[src/fpa_consts.vh]
// Constants of the fixed-point add datapath: encodings, fields, offsets.
// Assumes the includer uses 32-bit instruction words, bit 0 as the LSB.
`ifndef FPA_CONSTS_VH
`define FPA_CONSTS_VH

// ****************************************************************
// Instruction encodings
// ****************************************************************
`define FPA_OP_UPPER      6'h0f
`define FPA_OP_IMMREC     6'h0d
`define FPA_OP_EXT        6'h1f
`define FPA_XO_MINUS1     9'h0ea
`define FPA_XO_ZERO       9'h0ca

// ****************************************************************
// Field positions, little-endian indices of the instruction word
// ****************************************************************
`define FPA_F_OP_HI       31
`define FPA_F_OP_LO       26
`define FPA_F_DST_HI      25
`define FPA_F_DST_LO      21
`define FPA_F_SRC_HI      20
`define FPA_F_SRC_LO      16
`define FPA_F_IMM_HI      15
`define FPA_F_IMM_LO      0
`define FPA_F_OE          10
`define FPA_F_XO_HI       9
`define FPA_F_XO_LO       1
`define FPA_F_RC          0

// ****************************************************************
// Register offsets (byte addresses)
// ****************************************************************
`define FPA_A_FLAGS       8'h00
`define FPA_A_CTRL        8'h04
`define FPA_A_ISTAT       8'h08
`define FPA_A_IMASK       8'h0c
`define FPA_A_RES_LO      8'h10
`define FPA_A_RES_HI      8'h14

// ****************************************************************
// Flag, control and event register bit layouts and reset values
// ****************************************************************
`define FPA_B_CA          0
`define FPA_B_OV          1
`define FPA_B_SO          2
`define FPA_B_CR_LO       4
`define FPA_B_CR_HI       7
`define FPA_B_MODE64      0
`define FPA_EV_OV         0
`define FPA_EV_CA         1
`define FPA_EV_BAD        2
`define FPA_EV_W          3
`define FPA_RST_FLAGS     1'b0
`define FPA_RST_CR        4'h0
`define FPA_RST_MODE64    1'b1
`define FPA_RST_EV        4'h0

`endif

[src/fpa_add_unit.v]
// Fixed-point add datapath: upper-immediate add, add-to-minus-one and
// add-to-zero extended, add-immediate-carrying-with-record.
// Assumes decode presents an instruction with its source operand in the
// same cycle, and the register file reads the source index combinationally.
//
// Behaviour
// - Upper add: source plus immediate shifted sixteen
// - Upper add: source index zero gives zero operand
// - Upper add leaves all flags unchanged
// - Wide mode sign-extends upper add result
// - Upper add decoded by opcode fifteen
// - Minus-one add: source plus carry plus ones
// - Minus-one add: opcode 31, extended 234
// - Zero add: source plus carry plus zero
// - Zero add: opcode 31, extended 202
// - Extended adds always update the carry
// - Overflow enable updates wrap and sticky
// - Record bit updates condition field zero
// - Immediate record add updates carry, field
// - Immediate record add sign-extends immediate
//
// Decided for this implementation: the placing of the registers and the plain strobed port.
`timescale 1ns/1ns
`default_nettype none
`include "fpa_consts.vh"

module fpa_add_unit #(
    parameter W = 64,
    parameter H = 32
) (
    input  wire         clk,
    input  wire         arst_n,
    input  wire         issue_valid,
    input  wire [31:0]  issue_instr,
    output wire [4:0]   src_index,
    input  wire [W-1:0] src_data,
    output reg          wb_valid,
    output reg  [4:0]   wb_index,
    output reg  [W-1:0] wb_data,
    output wire         add_out_bit,
    output wire         signed_wrap_flag,
    output wire         sticky_wrap_flag,
    output wire [3:0]   cond_field0,
    output wire         irq,
    input  wire [7:0]   bus_addr,
    input  wire [31:0]  bus_wdata,
    input  wire         bus_wr,
    input  wire         bus_rd,
    output reg  [31:0]  bus_rdata
);

    // ****************************************************************
    // Functions
    // ****************************************************************
    function [3:0] cr_of;
        input [W-1:0] v;
        input         wide;
        input         so;
        reg           neg;
        reg           zer;
        begin
            neg = wide ? v[W-1] : v[H-1];
            zer = wide ? (v == {W{1'b0}}) : (v[H-1:0] == {H{1'b0}});
            // One-hot among below, above and zero
            cr_of = {neg, !neg && !zer, zer, so};
        end
    endfunction

    function hit;
        input [7:0] a;
        input [7:0] off;
        begin
            hit = (a == off);
        end
    endfunction

    // ****************************************************************
    // Declarations
    // ****************************************************************
    reg          ca_r;
    reg          ov_r;
    reg          so_r;
    reg  [3:0]   cr_r;
    reg          mode64_r;
    reg  [3:0]   ev_r;
    reg  [3:0]   mask_r;
    reg  [W-1:0] last_r;
    reg          ca_nxt;
    reg          ov_nxt;
    reg          so_nxt;
    reg  [3:0]   cr_nxt;
    reg  [W-1:0] op_a;
    reg  [W-1:0] op_b;
    reg          op_cin;
    reg          upd_ca;
    reg          upd_ov;
    reg          upd_cr;
    reg  [3:0]   ev_set;
    reg  [31:0]  rd_nxt;

    wire         is_upper;
    wire         is_minus1;
    wire         is_zero;
    wire         is_immrec;
    wire         is_bad;
    wire [4:0]   dst;
    wire [4:0]   src;
    wire [15:0]  imm;
    wire         oe;
    wire         rc;
    wire [W-1:0] sum;
    wire         cout;
    wire         ovf;
    wire [W-1:0] imm_sx;
    wire [W-1:0] imm_hi;
    wire [W-1:0] res;
    wire         sel_flags;
    wire         sel_ctrl;
    wire         sel_istat;
    wire         sel_imask;
    wire         go;

    // ****************************************************************
    // Decode and operand selection
    // ****************************************************************
    fpa_decode u_dec (
        .instr     (issue_instr),
        .is_upper  (is_upper),
        .is_minus1 (is_minus1),
        .is_zero   (is_zero),
        .is_immrec (is_immrec),
        .is_bad    (is_bad),
        .dst       (dst),
        .src       (src),
        .imm       (imm),
        .oe        (oe),
        .rc        (rc)
    );

    assign src_index = src;
    assign go        = issue_valid && !is_bad;
    assign imm_sx    = {{(W-16){imm[15]}}, imm};
    // Upper form: immediate over sixteen zeros, extended from bit 31
    assign imm_hi    = {{(W-32){imm[15]}}, imm, 16'h0000};

    always @* begin
        op_a   = src_data;
        op_b   = {W{1'b0}};
        op_cin = 1'b0;
        upd_ca = 1'b0;
        upd_ov = 1'b0;
        upd_cr = 1'b0;
        if (is_upper) begin
            op_a = (src == 5'h00) ? {W{1'b0}} : src_data;
            op_b = imm_hi;
        end else if (is_minus1) begin
            op_b   = {W{1'b1}};
            op_cin = ca_r;
            upd_ca = 1'b1;
            upd_ov = oe;
            upd_cr = rc;
        end else if (is_zero) begin
            op_b   = {W{1'b0}};
            op_cin = ca_r;
            upd_ca = 1'b1;
            upd_ov = oe;
            upd_cr = rc;
        end else if (is_immrec) begin
            op_b   = imm_sx;
            upd_ca = 1'b1;
            upd_cr = 1'b1;
        end
    end

    fpa_adder #(
        .W (W),
        .H (H)
    ) u_add (
        .a    (op_a),
        .b    (op_b),
        .cin  (op_cin),
        .wide (mode64_r),
        .sum  (sum),
        .cout (cout),
        .ovf  (ovf)
    );

    // ****************************************************************
    // Flag update
    // ****************************************************************
    // Upper form never raises an update term, so all flags hold there
    always @* begin
        ca_nxt = ca_r;
        ov_nxt = ov_r;
        so_nxt = so_r;
        cr_nxt = cr_r;
        if (bus_wr && sel_flags) begin
            ca_nxt = bus_wdata[`FPA_B_CA];
            ov_nxt = bus_wdata[`FPA_B_OV];
            so_nxt = bus_wdata[`FPA_B_SO];
            cr_nxt = bus_wdata[`FPA_B_CR_HI:`FPA_B_CR_LO];
        end
        if (go) begin
            if (upd_ca) begin
                ca_nxt = cout;
            end
            if (upd_ov) begin
                ov_nxt = ovf;
                so_nxt = so_nxt | ovf;
            end
            if (upd_cr) begin
                cr_nxt = cr_of(sum, mode64_r, so_nxt);
            end
        end
    end

    always @(posedge clk or negedge arst_n) begin
        if (!arst_n) begin
            ca_r <= `FPA_RST_FLAGS;
            ov_r <= `FPA_RST_FLAGS;
            so_r <= `FPA_RST_FLAGS;
            cr_r <= `FPA_RST_CR;
        end else begin
            ca_r <= ca_nxt;
            ov_r <= ov_nxt;
            so_r <= so_nxt;
            cr_r <= cr_nxt;
        end
    end

    // Wide upper form replicates result bit 31 through the upper half
    assign res = (is_upper && mode64_r) ?
                 {{(W-32){sum[31]}}, sum[31:0]} : sum;

    assign add_out_bit      = ca_r;
    assign signed_wrap_flag = ov_r;
    assign sticky_wrap_flag = so_r;
    assign cond_field0      = cr_r;

    // ****************************************************************
    // Result write-back
    // ****************************************************************
    always @(posedge clk or negedge arst_n) begin
        if (!arst_n) begin
            wb_valid <= 1'b0;
            wb_index <= 5'h00;
            wb_data  <= {W{1'b0}};
            last_r   <= {W{1'b0}};
        end else begin
            wb_valid <= go;
            if (go) begin
                wb_index <= dst;
                wb_data  <= res;
                last_r   <= res;
            end
        end
    end

    // ****************************************************************
    // Events and interrupt
    // ****************************************************************
    always @* begin
        ev_set = 4'h0;
        ev_set[`FPA_EV_OV]  = go && upd_ov && ovf;
        ev_set[`FPA_EV_CA]  = go && upd_ca && cout;
        ev_set[`FPA_EV_BAD] = issue_valid && is_bad;
        ev_set[`FPA_EV_W]   = go;
    end

    always @(posedge clk or negedge arst_n) begin
        if (!arst_n) begin
            ev_r <= `FPA_RST_EV;
        end else if (bus_wr && sel_istat) begin
            // Set wins over a same-cycle clear
            ev_r <= (ev_r & ~bus_wdata[3:0]) | ev_set;
        end else begin
            ev_r <= ev_r | ev_set;
        end
    end

    assign irq = |(ev_r & mask_r);

    // ****************************************************************
    // Register port
    // ****************************************************************
    assign sel_flags = hit(bus_addr, `FPA_A_FLAGS);
    assign sel_ctrl  = hit(bus_addr, `FPA_A_CTRL);
    assign sel_istat = hit(bus_addr, `FPA_A_ISTAT);
    assign sel_imask = hit(bus_addr, `FPA_A_IMASK);

    always @(posedge clk or negedge arst_n) begin
        if (!arst_n) begin
            mode64_r <= `FPA_RST_MODE64;
            mask_r   <= `FPA_RST_EV;
        end else if (bus_wr) begin
            if (sel_ctrl) begin
                mode64_r <= bus_wdata[`FPA_B_MODE64];
            end
            if (sel_imask) begin
                mask_r <= bus_wdata[3:0];
            end
        end
    end

    always @* begin
        rd_nxt = 32'h00000000;
        case (bus_addr)
            `FPA_A_FLAGS: begin
                rd_nxt[`FPA_B_CA] = ca_r;
                rd_nxt[`FPA_B_OV] = ov_r;
                rd_nxt[`FPA_B_SO] = so_r;
                rd_nxt[`FPA_B_CR_HI:`FPA_B_CR_LO] = cr_r;
            end
            `FPA_A_CTRL: begin
                rd_nxt[`FPA_B_MODE64] = mode64_r;
            end
            `FPA_A_ISTAT: begin
                rd_nxt[3:0] = ev_r;
            end
            `FPA_A_IMASK: begin
                rd_nxt[3:0] = mask_r;
            end
            `FPA_A_RES_LO: begin
                rd_nxt = last_r[31:0];
            end
            `FPA_A_RES_HI: begin
                rd_nxt = last_r[W-1:W-32];
            end
            default: begin
                rd_nxt = 32'h00000000;
            end
        endcase
    end

    always @(posedge clk or negedge arst_n) begin
        if (!arst_n) begin
            bus_rdata <= 32'h00000000;
        end else if (bus_rd) begin
            bus_rdata <= rd_nxt;
        end else begin
            bus_rdata <= 32'h00000000;
        end
    end

endmodule // fpa_add_unit
`default_nettype wire

[src/fpa_decode.v]
// Instruction decode of the fixed-point add family.
// Assumes a 32-bit instruction word with little-endian bit numbering.
`timescale 1ns/1ns
`default_nettype none
`include "fpa_consts.vh"

module fpa_decode (
    input  wire [31:0] instr,
    output wire        is_upper,
    output wire        is_minus1,
    output wire        is_zero,
    output wire        is_immrec,
    output wire        is_bad,
    output wire [4:0]  dst,
    output wire [4:0]  src,
    output wire [15:0] imm,
    output wire        oe,
    output wire        rc
);
    wire [5:0] op;
    wire [8:0] xo;

    assign op        = instr[`FPA_F_OP_HI:`FPA_F_OP_LO];
    assign xo        = instr[`FPA_F_XO_HI:`FPA_F_XO_LO];
    assign dst       = instr[`FPA_F_DST_HI:`FPA_F_DST_LO];
    assign src       = instr[`FPA_F_SRC_HI:`FPA_F_SRC_LO];
    assign imm       = instr[`FPA_F_IMM_HI:`FPA_F_IMM_LO];
    assign oe        = instr[`FPA_F_OE];
    assign rc        = instr[`FPA_F_RC];
    assign is_upper  = (op == `FPA_OP_UPPER);
    assign is_immrec = (op == `FPA_OP_IMMREC);
    assign is_minus1 = (op == `FPA_OP_EXT) && (xo == `FPA_XO_MINUS1);
    assign is_zero   = (op == `FPA_OP_EXT) && (xo == `FPA_XO_ZERO);
    assign is_bad    = !(is_upper || is_immrec || is_minus1 || is_zero);
endmodule // fpa_decode
`default_nettype wire

[src/fpa_adder.v]
// Two-width adder with carry-in, carry-out and signed overflow.
// Assumes operands already extended to the full width W.
`timescale 1ns/1ns
`default_nettype none

module fpa_adder #(
    parameter W = 64,
    parameter H = 32
) (
    input  wire [W-1:0] a,
    input  wire [W-1:0] b,
    input  wire         cin,
    input  wire         wide,
    output wire [W-1:0] sum,
    output wire         cout,
    output wire         ovf
);
    wire [W:0] full;
    wire [H:0] half;
    wire       sa;
    wire       sb;
    wire       ss;

    assign full = {1'b0, a} + {1'b0, b} + {{W{1'b0}}, cin};
    assign half = {1'b0, a[H-1:0]} + {1'b0, b[H-1:0]} + {{H{1'b0}}, cin};
    // Narrow mode keeps the upper half at zero
    assign sum  = wide ? full[W-1:0] : {{(W-H){1'b0}}, half[H-1:0]};
    assign cout = wide ? full[W] : half[H];
    assign sa   = wide ? a[W-1] : a[H-1];
    assign sb   = wide ? b[W-1] : b[H-1];
    assign ss   = wide ? full[W-1] : half[H-1];
    assign ovf  = (sa == sb) && (ss != sa);
endmodule // fpa_adder
`default_nettype wire

[config.mk]
export PLATFORM = sky130hd
export DESIGN_NAME = fpa_add_unit
export DESIGN_NICKNAME = d
export VERILOG_FILES = /design/src/fpa_add_unit.v /design/src/fpa_decode.v /design/src/fpa_adder.v
export VERILOG_INCLUDE_DIRS = /design/src
export SDC_FILE = /design/constraint.sdc
export NUM_CORES = 1
export LEC_CHECK = 0
export ABC_AREA = 1
export ABC_CLOCK_PERIOD_IN_PS = 3100
export BUFFER_PORTS_ARGS = -buffer_cell sky130_fd_sc_hd__buf_4
export CORE_ASPECT_RATIO = 2
export CORE_UTILIZATION = 50
export DETAILED_ROUTE_END_ITERATION = 7
export PLACE_DENSITY = 0.84
export SLEW_MARGIN = 5
export SYNTH_ARGS = -nofsm -noshare
export SYNTH_HDL_FRONTEND = slang
export SYNTH_SLANG_ARGS = --single-unit
[constraint.sdc]
create_clock -name clk -period 3.1 [get_ports clk]
set_input_delay 0.93 -clock clk [delete_from_list [all_inputs] [get_ports clk]]
set_output_delay 0.93 -clock clk [all_outputs]
set_load 0.01 [all_outputs]
==> results of run 1 <==
[metrics by stage]
| step | hold WS, ns | instance area [um2] | util, % | instances |
|---|---|---|---|---|
| 4_1_cts | 0.418 | 18300 | 87.4 | 2534 |
| 3_5_place_dp | 0.474 | 15300 | 73.3 | 2444 |
| 3_3_place_gp | 0.463 | 15300 | 73.3 | 2444 |
| 2_1_floorplan | 0.474 | 10800 | - | 1643 |
[cells in the mapped netlist, types with 14 or more instances]
cell / count / share of area (%)
nand2_1: 364 / 13
inv_1: 239 / 8.5
nor2_1: 216 / 7.6
a21oi_1: 134 / 6.3
dfrtp_1: 117 / 28
nand3_1: 110 / 5.2
o21ai_0: 109 / 5.1
ha_1: 62 / 7.3
clkbuf_1: 39 / 1.4
o21a_1: 30 / 2.1
nand2_2: 17 / 1.0
xnor2_1: 16 / 1.3
nand4_1: 15 / 0.89
nor3_1: 15 / 0.71
inv_2: 14 / 0.50
[timing repair]
action                     in CTS
setup buffers                  73
pin swaps                     125
hold endpoints to repair        0
resized for setup             404
setup endpoints to repair      66
gates cloned                    4
[kinds of logic after synthesis]
family                   Yosys count  synth area share, %
flip-flops                       118                 27.9
AO/OA/AOI/OAI                    338                 18.1
XOR/XNOR                          29                 2.40
buffers and inverters            305                 11.0
AND/OR/NAND/NOR                  786                 32.6
multiplexers                       3                0.319
adder cells (fa/ha/maj)           64                 7.70
[layer usage]
| metal | overflow | track usage [%] |
|---|---|---|
| met3 | 10 | 66.9 |
| met1 | 7 | 81.9 |
| met2 | 428 | 107 |
| met4 | 161 | 95.6 |
| met5 | 0 | 23.0 |
==> metrics.txt, run 1 <==
status did not finish; failing step global routing; Tool Error [ERROR GRT-0232] Routing congestion too high. Check the congestion heatmap in the GUI.; Syn Area/Cell 6.45 um2; CTS H-tree depth 4; Die W 105 um; clock sinks 118; Post-CTS Hold Buffers 0; clk buf depth 3; dpl ws -1.66 ns; post-synth cell types 55; async set or reset register ratio after synthesis between 90% and 100%; Post-DP HPWL 38.0 mm; GRT Overall Usage 86.3%; EDFF count, synth 0; largest net degree at the start of global routing 53; Cell Area, Synth 10,600 um2; Rows 75; register area share after synthesis 27.9%; Synthesis Warnings 0; gr ovfl total 606; Port Buffer Count 231; initial core utilization between 50% and 60%; Worst EP Category register input; GR repair worst EP cond_field0[2]$_DFF_PN0_/D; gpl congestion 1.03; Post-Syn Instances 1,643; die height 208 um; Synth Flop Type dfrtp_1; Yosys reg bits 118; # IOs ~260; CTS Buf Count 25; Syn Nets 1,848; Clock Tree Root clkbuf_16
==> inputs of run 2 (changes only) <==
- ABC_CLOCK_PERIOD_IN_PS: 3100 -> 4030
- CORE_ASPECT_RATIO: 2 -> not set
- CORE_UTILIZATION: 50 -> 35
- PLACE_DENSITY: 0.84 -> not set
- PLACE_DENSITY_LB_ADDON: not set -> 0.15
- clock period: 3.1 -> 4.03 ns (I/O delays scaled with it)
==> run 2 against run 1 <==
  * The flow now finishes, with violations (negative setup slack)
  * Synthesized area unchanged
  * Synthesized cell count unchanged
==> metrics.txt, run 2 <==
largest net degree at the start of global routing 64; Die W 176 um (was 105 um); final hold violations 0; worst min path class register to register; adder-cell share of the synthesized area 7.70% (unchanged); GRT Overall Usage between 20% and 30%; hold path startpoint wb_index[3]; register area share after synthesis 27.9% (unchanged); Ant. Diodes 0; CTS tree done; Critical path origin issue_instr[27]; max cap viols 0; gr ovfl total 0; top cells by count, synth nand2_1 (364), inv_1 (239), nor2_1 (216), a21oi_1 (134), dfrtp_1 (117) (unchanged); clk buf depth 2 (was 3); gpl congestion 0.919 (was 1.03); Yosys reg bits 118 (unchanged); Vias/cell 4.89; Post-CTS Hold Buffers 0 (unchanged); Final Max Slew Viols 0; wl on met1 ~20 mm; first-pass GRT wire length 64.1 mm; Syn Area/Cell 6.45 um2 (unchanged); Req. time, crit path 4.33 ns; layout cell share with drive strength beyond 1 40.2%; worst setup path class input pin to register; violated checks negative setup slack; Worst Path Buf+Inv 5; Rows 63 (was 75); delay-heaviest family, CP simple AND/OR/NAND/NOR gates; Max stage delay on crit path between 0.3 and 0.4 ns; Post-DP HPWL 34.6 mm (was 38.0 mm); first drt pass iteration count 8; met3 routed WL 2.29 mm; Final Cell Area 17,100 um2; mux cell area share after synthesis 0.319% (unchanged); r2r setup slk about 0.55 ns; die area about 31,000 um2; largest family of logic cells by synthesized area simple AND/OR/NAND/NOR gates (unchanged); CTS H-tree depth 4 (unchanged); Worst Setup Start Kind input pin; simple-gate share of the synthesized area 32.6% (unchanged); Worst Hold Depth 2; P&R area growth vs syn 61.6%; status complete, but fails checks (was did not finish); reg2reg start add_out_bit; worst clock skew roughly 0.011 ns; ANT nets after route 0; DP Area 15,300 um2 (about the same); Biggest register wb_data; count leader, synth nand2_1 (unchanged); EDFF count, synth 0 (unchanged); Synth Flop Type dfrtp_1 (unchanged); Skew-Pair Late Insertion Delay 0.41 ns; vias between 10,000 and 15,000; die height 176 um (was 208 um); leak pwr 9.12 nW; crit share post-route 112%; most frequent cells in the layout buf_4 (572), nand2_1 (312), inv_1 (236), nor2_1 (189), dfrtp_1 (117); post-synth cell types 55 (unchanged); minimum clock period after layout 4.50 ns; Register Area 2950 um2; Synthesis Warnings 0 (unchanged); number of DRC markers in iteration 0 approximately 880; antenna violations before repair 0; crit path DAT 4.80 ns; critical path's slowest cell fa_2; fillers 2,979; Met2 Wirelength 18.7 mm; Setup crit end kind register; initial core utilization 35.7% (was 50.7%); Total Nets Final 2,413; Synth area leader dfrtp_1 (unchanged); Cell Area, Synth 10,600 um2 (unchanged); Core ar. 29,700 um2; Register-to-Register Path Depth 19; Finished Core Util just under 60%; pwr dens 264 nW/um2; Clock Tree Root clkbuf_16 (unchanged); share of the synthesized area in the top cell type 27.6% (unchanged); peak supply drop 223 uV; Port Buffer Count 231 (unchanged); Slew @ Worst Pin around 0.95 ns; multi-input logic area roughly 7500 um2; Synth Area in Compound Gates 18.1% (unchanged); Hold Crit Endpoint wb_index[3]; top post-synthesis cells by area dfrtp_1 (28%), nand2_1 (13%), inv_1 (8.5%) (unchanged); CP Max Fanout 3; biggest regs wb_data: 64 flops, bus_rdata: 32 flops, wb_index: 5 flops; max FFs per register 64; # IOs 256 (unchanged); Syn Nets 1,848 (unchanged); async set or reset register ratio after synthesis 100% (unchanged); CTS Buf Count 17 (was 25); f_max around 220 MHz; post-synthesis xor/xnor area fraction 2.40% (unchanged); top sig layer met4; Post-Syn Instances 1,643 (unchanged); RSZ-0062 raised after global routing true; wire per inst 16.3 um; clock sinks 118 (unchanged); Clk pin slew, worst setup/hold paths around 0.06 ns; # DRC 0; R2R Path End cond_field0[2]; most common cell after layout, fill and taps aside buf_4; slack of the critical path -0.473 ns; Setup-failing EPs final 37; Total Power approximately 4.5 mW; Slew HR 36.9%; vias in the first global route 11,812; Post-Route WL 42.4 mm
==> run 2: cell counts after synthesis <==
Identical to the previous run, type by type.
==> run 2: logic make-up (layout without fill, tap and decap cells) <==
kind of cell               after synthesis  after routing
xor gates and xnor gates                29             29
AOI/OAI and AO/OA                      338            338
adders and majority gates               64             64
and+or+nand+nor                        786            788
buffers and inverters                  305            879
DFF                                    118            118
muxes                                    3              3
==> run 2: worst max path at each step <==
stage | to | slack, ns | cells after the start
floorplan | cond_field0[2] | -0.39 | 30
global placement | cond_field0[2] | -0.99 | 32
detailed placement | cond_field0[2] | -1.02 | 32
CTS | cond_field0[2] | -0.47 | 32
global route | cond_field0[2] | -0.70 | 25
finish | cond_field0[2] | -0.47 | 25
==> run 2: tightest hold or removal path: cells and delay by family (launching register included) <==
kind	cells	cell delay, ns
flops	1	0.34
simple gates	2	0.11
==> run 2: timing repair <==
item                       4_1_cts  5_1_grt
pin swaps                       49       70
cloned                           1        2
buffers inserted                14       14
setup endpoints to repair       43       51
gates resized for setup         90      174
==> run 2: power by group <==
part / internal [mW] / total (mW) / switching, mW
Clock: 0.993 / 1.51 / 0.521
Combinational: 0.708 / 1.42 / 0.710
Sequential: 1.38 / 1.59 / 0.211
Total: 3.08 / 4.52 / 1.44
==> run 2: through the flow <==
step	std cells	TNS (ns)	setup WS (ns)	hold WS (ns)
6_report	2609	-5.97	-0.473	0.481
5_1_grt	2609	-15.27	-0.700	0.500
4_1_cts	2597	-6.44	-0.466	0.483
3_5_place_dp	2553	-33.09	-1.02	0.468
3_3_place_gp	2553	-31.83	-0.985	0.464
2_1_floorplan	1643	-1.07	-0.392	0.474
==> run 2: layer usage <==
| metal | up-vias | track usage [%] |
|---|---|---|
| met5 | - | 0 |
| met4 | 0 | 6.78 |
| li1 | 6483 | - |
| met1 | 5857 | 39.1 |
| met2 | 393 | 42.0 |
| met3 | 38 | 2.71 |
==> run 2: cell type report <==
cell class / count / area share, %
Clock buffer: 21 / 2.69
Clock inverter: 9 / 0.745
Inverter: 256 / 5.70
Multi-Input combinational cell: 1222 / 44.0
Sequential cell: 118 / 17.2
Tap cell: 390 / 2.85
Timing Repair Buffer: 593 / 26.8
Power figures use the tool's default switching activity.
==> inputs of run 3 (changes only) <==
- ABC_CLOCK_PERIOD_IN_PS: 4030 -> 4600
- clock period: 4.03 -> 4.6 ns (I/O delays scaled with it)
==> run 3 against run 2 <==
  * First-iteration DRC count increased by 3.6%
  * Cell area decreased by 6.2%
  * Flip-flop and latch count unchanged
  * The flow still finishes with violations (negative setup slack)
  * Sequential share of layout area increased by 1.1 points
  * Register-to-register slack improved by 0.43 ns
  * Via count decreased by 2.0%
  * Die area unchanged
  * Sequential power decreased by 13%
  * Critical path depth decreased by 2
  * Total power decreased by 16%
  * Largest power group unchanged
  * Routed wire length decreased by 1.6%
  * Worst hold slack about the same
  * Largest cell class unchanged
==> metrics.txt, run 3 (same netlist as run 2, synthesis figures left out) <==
sequential share of power 36.5% (was 35.2%); f_max about 210 MHz; crit share post-route 103%; P&R area growth vs syn 51.5% (was 61.6%); Rows 63 (unchanged); clk buf depth 2 (unchanged); violated checks negative setup slack (unchanged); Req. time, crit path 4.94 ns (was 4.33 ns); worst min path class register to register (unchanged); Register-to-Register Path Depth 18 (was 19); vias 12,519 (was 12,771); R2R Path End cond_field0[1] (was cond_field0[2]); Slew HR 34.1% (was 36.9%); Post-Route WL 41.7 mm (was 42.4 mm); wire per inst 16.2 um (was 16.3 um); hold path startpoint wb_index[1] (was wb_index[3]); minimum clock period after layout 4.74 ns; GRT Overall Usage 26.4% (was 26.8%); status complete, but fails checks (unchanged); # IOs 256 (unchanged); max FFs per register 64 (unchanged); Total Nets Final 2,374 (was 2,413); biggest regs wb_data: 64 flops, bus_rdata: 32 flops, wb_index: 5 flops (unchanged); worst setup path class input pin to register (unchanged); Clk pwr share 32.6% (was 33.5%); Worst Setup Start Kind input pin (unchanged); gpl congestion 0.908 (was 0.919); reg2reg start add_out_bit (unchanged); internal power 2.57 mW (was 3.08 mW); number of DRC markers in iteration 0 910 (was 878); Ant. Diodes 0 (unchanged); most common cell after layout, fill and taps aside buf_4 (unchanged); Clock Tree Root clkbuf_16 (unchanged); Sw Pwr 1.23 mW (was 1.44 mW); worst clock skew 0.00787 ns (was 0.0106 ns); max cap viols 0 (unchanged); Port Buffer Count 231 (unchanged); gr ovfl total 0 (unchanged); largest net degree at the start of global routing 68 (was 64); Comb power frac 30.8% (was 31.4%); Worst Hold Depth 2 (unchanged); r2r setup slk 0.98 ns (was 0.55 ns); peak supply drop 182 uV (was 223 uV); CTS H-tree depth 4 (unchanged); worst hold slack 0.481 ns (about the same); initial core utilization 35.7% (unchanged); RSZ-0062 raised after global routing true (unchanged); die area 31,000 um2 (unchanged); final hold violations 0 (unchanged); Skew-Pair Late Insertion Delay 0.41 ns (about the same); Setup-failing EPs final 3 (was 37); CTS Buf Count 17 (unchanged); Post-DP HPWL 35.4 mm (was 34.6 mm); Biggest register wb_data (unchanged); slack of the critical path -0.144 ns (was -0.473 ns); die height 176 um (unchanged); Clk pin slew, worst setup/hold paths 0.05 ns (was 0.06 ns); Vias/cell 4.87 (was 4.89); Hold Crit Endpoint wb_index[1] (was wb_index[3]); layout cell share with drive strength beyond 1 34.2% (was 40.2%); CP Max Fanout 3 (unchanged); Post-CTS Hold Buffers 0 (unchanged); vias in the first global route 11,621 (was 11,812); first-pass GRT wire length 63.4 mm (was 64.1 mm); crit path DAT 5.09 ns (was 4.80 ns); # DRC 0 (unchanged); ANT nets after route 0 (unchanged); Slew @ Worst Pin 0.988 ns (was 0.945 ns); clock sinks 118 (unchanged); Core ar. 29,700 um2 (unchanged); Setup crit end kind register (unchanged); Switching Share 32.4% (was 31.9%); first drt pass iteration count 7 (was 8); CTS tree done (unchanged); antenna violations before repair 0 (unchanged); Die W 176 um (unchanged); leak pwr 8.72 nW (was 9.12 nW); pwr dens 237 nW/um2 (was 264 nW/um2); dpl ws -0.554 ns (was -1.02 ns); most frequent cells in the layout buf_4 (547), nand2_1 (328), inv_1 (238), nor2_1 (203), a21oi_1 (118) (was buf_4 (572), nand2_1 (312), inv_1 (236), nor2_1 (189), dfrtp_1 (117)); Final Max Slew Viols 0 (unchanged)
==> run 3: cell types whose count changed in the layout (fill, tap and decap cells not counted), moves of 16 or more <==
| cell | change |
|---|---|
| a21oi_1 | +24 |
| a21oi_2 | -20 |
| buf_4 | -25 |
| nand2_1 | +16 |
| nand3_1 | +19 |
| o21ai_0 | +18 |
==> run 3: power groups by stage <==
stage / combinational [mW] / clock, mW / sequential [mW]
6_report: 1.17 / 1.24 / 1.39
4_1_cts: 1.14 / 1.24 / 1.38
5_1_grt: 1.28 / 1.30 / 1.40
2_1_floorplan: 0.410 / 0 / 1.41
3_5_place_dp: 1.14 / 0 / 1.40
3_3_place_gp: 1.12 / 0 / 1.40
==> run 3: routing by layer <==
metal	global-route usage, %	wire length (um)	vias to the layer above
met4	8.08	1140	0
met2	41.6	18400	384
met5	0	0	-
li1	-	-	6381
met3	1.96	2230	48
met1	38.3	19900	5706
==> run 3: stage by stage <==
step	instance area (um2)	power, mW	util (%)	TNS (ns)	cells
global route	16100	3.98	54.0	-2.19	2572
finish	16100	3.80	54.0	-0.357	2572
detailed placement	15000	2.54	50.4	-11.63	2522
CTS	15600	3.77	52.4	-0.00625	2556
floorplan	10600	1.82	-	-0.0393	1643
global placement	15000	2.52	50.4	-11.45	2522
==> run 3: worst max-delay path, stage by stage <==
cell,delay (ns)
buf_8,0.08
inv_4,0.03
nor4_4,0.25
nand4_1,0.15
nor3_2,0.23
nand3_1,0.14
fa_2,0.44
fa_2,0.36
nand3b_1,0.17
nand2_2,0.11
nand2_2,0.06
nand2_2,0.09
buf_4,0.11
buf_4,0.10
xnor2_1,0.15
nand3_1,0.11
nor4_1,0.28
nand4_1,0.13
nor2_1,0.15
nand4_1,0.11
nor2_1,0.19
nand4_1,0.16
nand2_1,0.09
==> run 3: layout make-up <==
type / count / area, um2
inverter: 256 / 963
timing repair buffer: 556 / 4230
sequential: 118 / 2950
multi-input combinational: 1220 / 6870
clock buffer: 23 / 478
clock inverter: 9 / 77.6
tap: 390 / 488
fill: 3015 / 13700
==> run 3: timing repair <==
| action | 4_1_cts | 5_1_grt |
|---|---|---|
| hold endpoints to repair | 0 | 0 |
| endpoints found under the setup margin | 4 | 39 |
| pin swaps | 6 | 55 |
| resized for setup | 11 | 108 |
| buffers inserted | 2 | 17 |
==> run 3: how the worst max path moves through the flow <==
stage | from | endpoint | slack, ns | cells past startpoint
after global placement | issue_instr[27] | wb_data[61] | -0.50 | 31
after CTS | issue_instr[1] | cond_field0[2] | -0.006 | 30
after global routing | issue_instr[27] | cond_field0[2] | -0.46 | 31
final | issue_instr[27] | cond_field0[1] | -0.14 | 23
after detailed placement | issue_instr[27] | cond_field0[2] | -0.55 | 31
after floorplan | issue_instr[27] | cond_field0[2] | -0.04 | 30
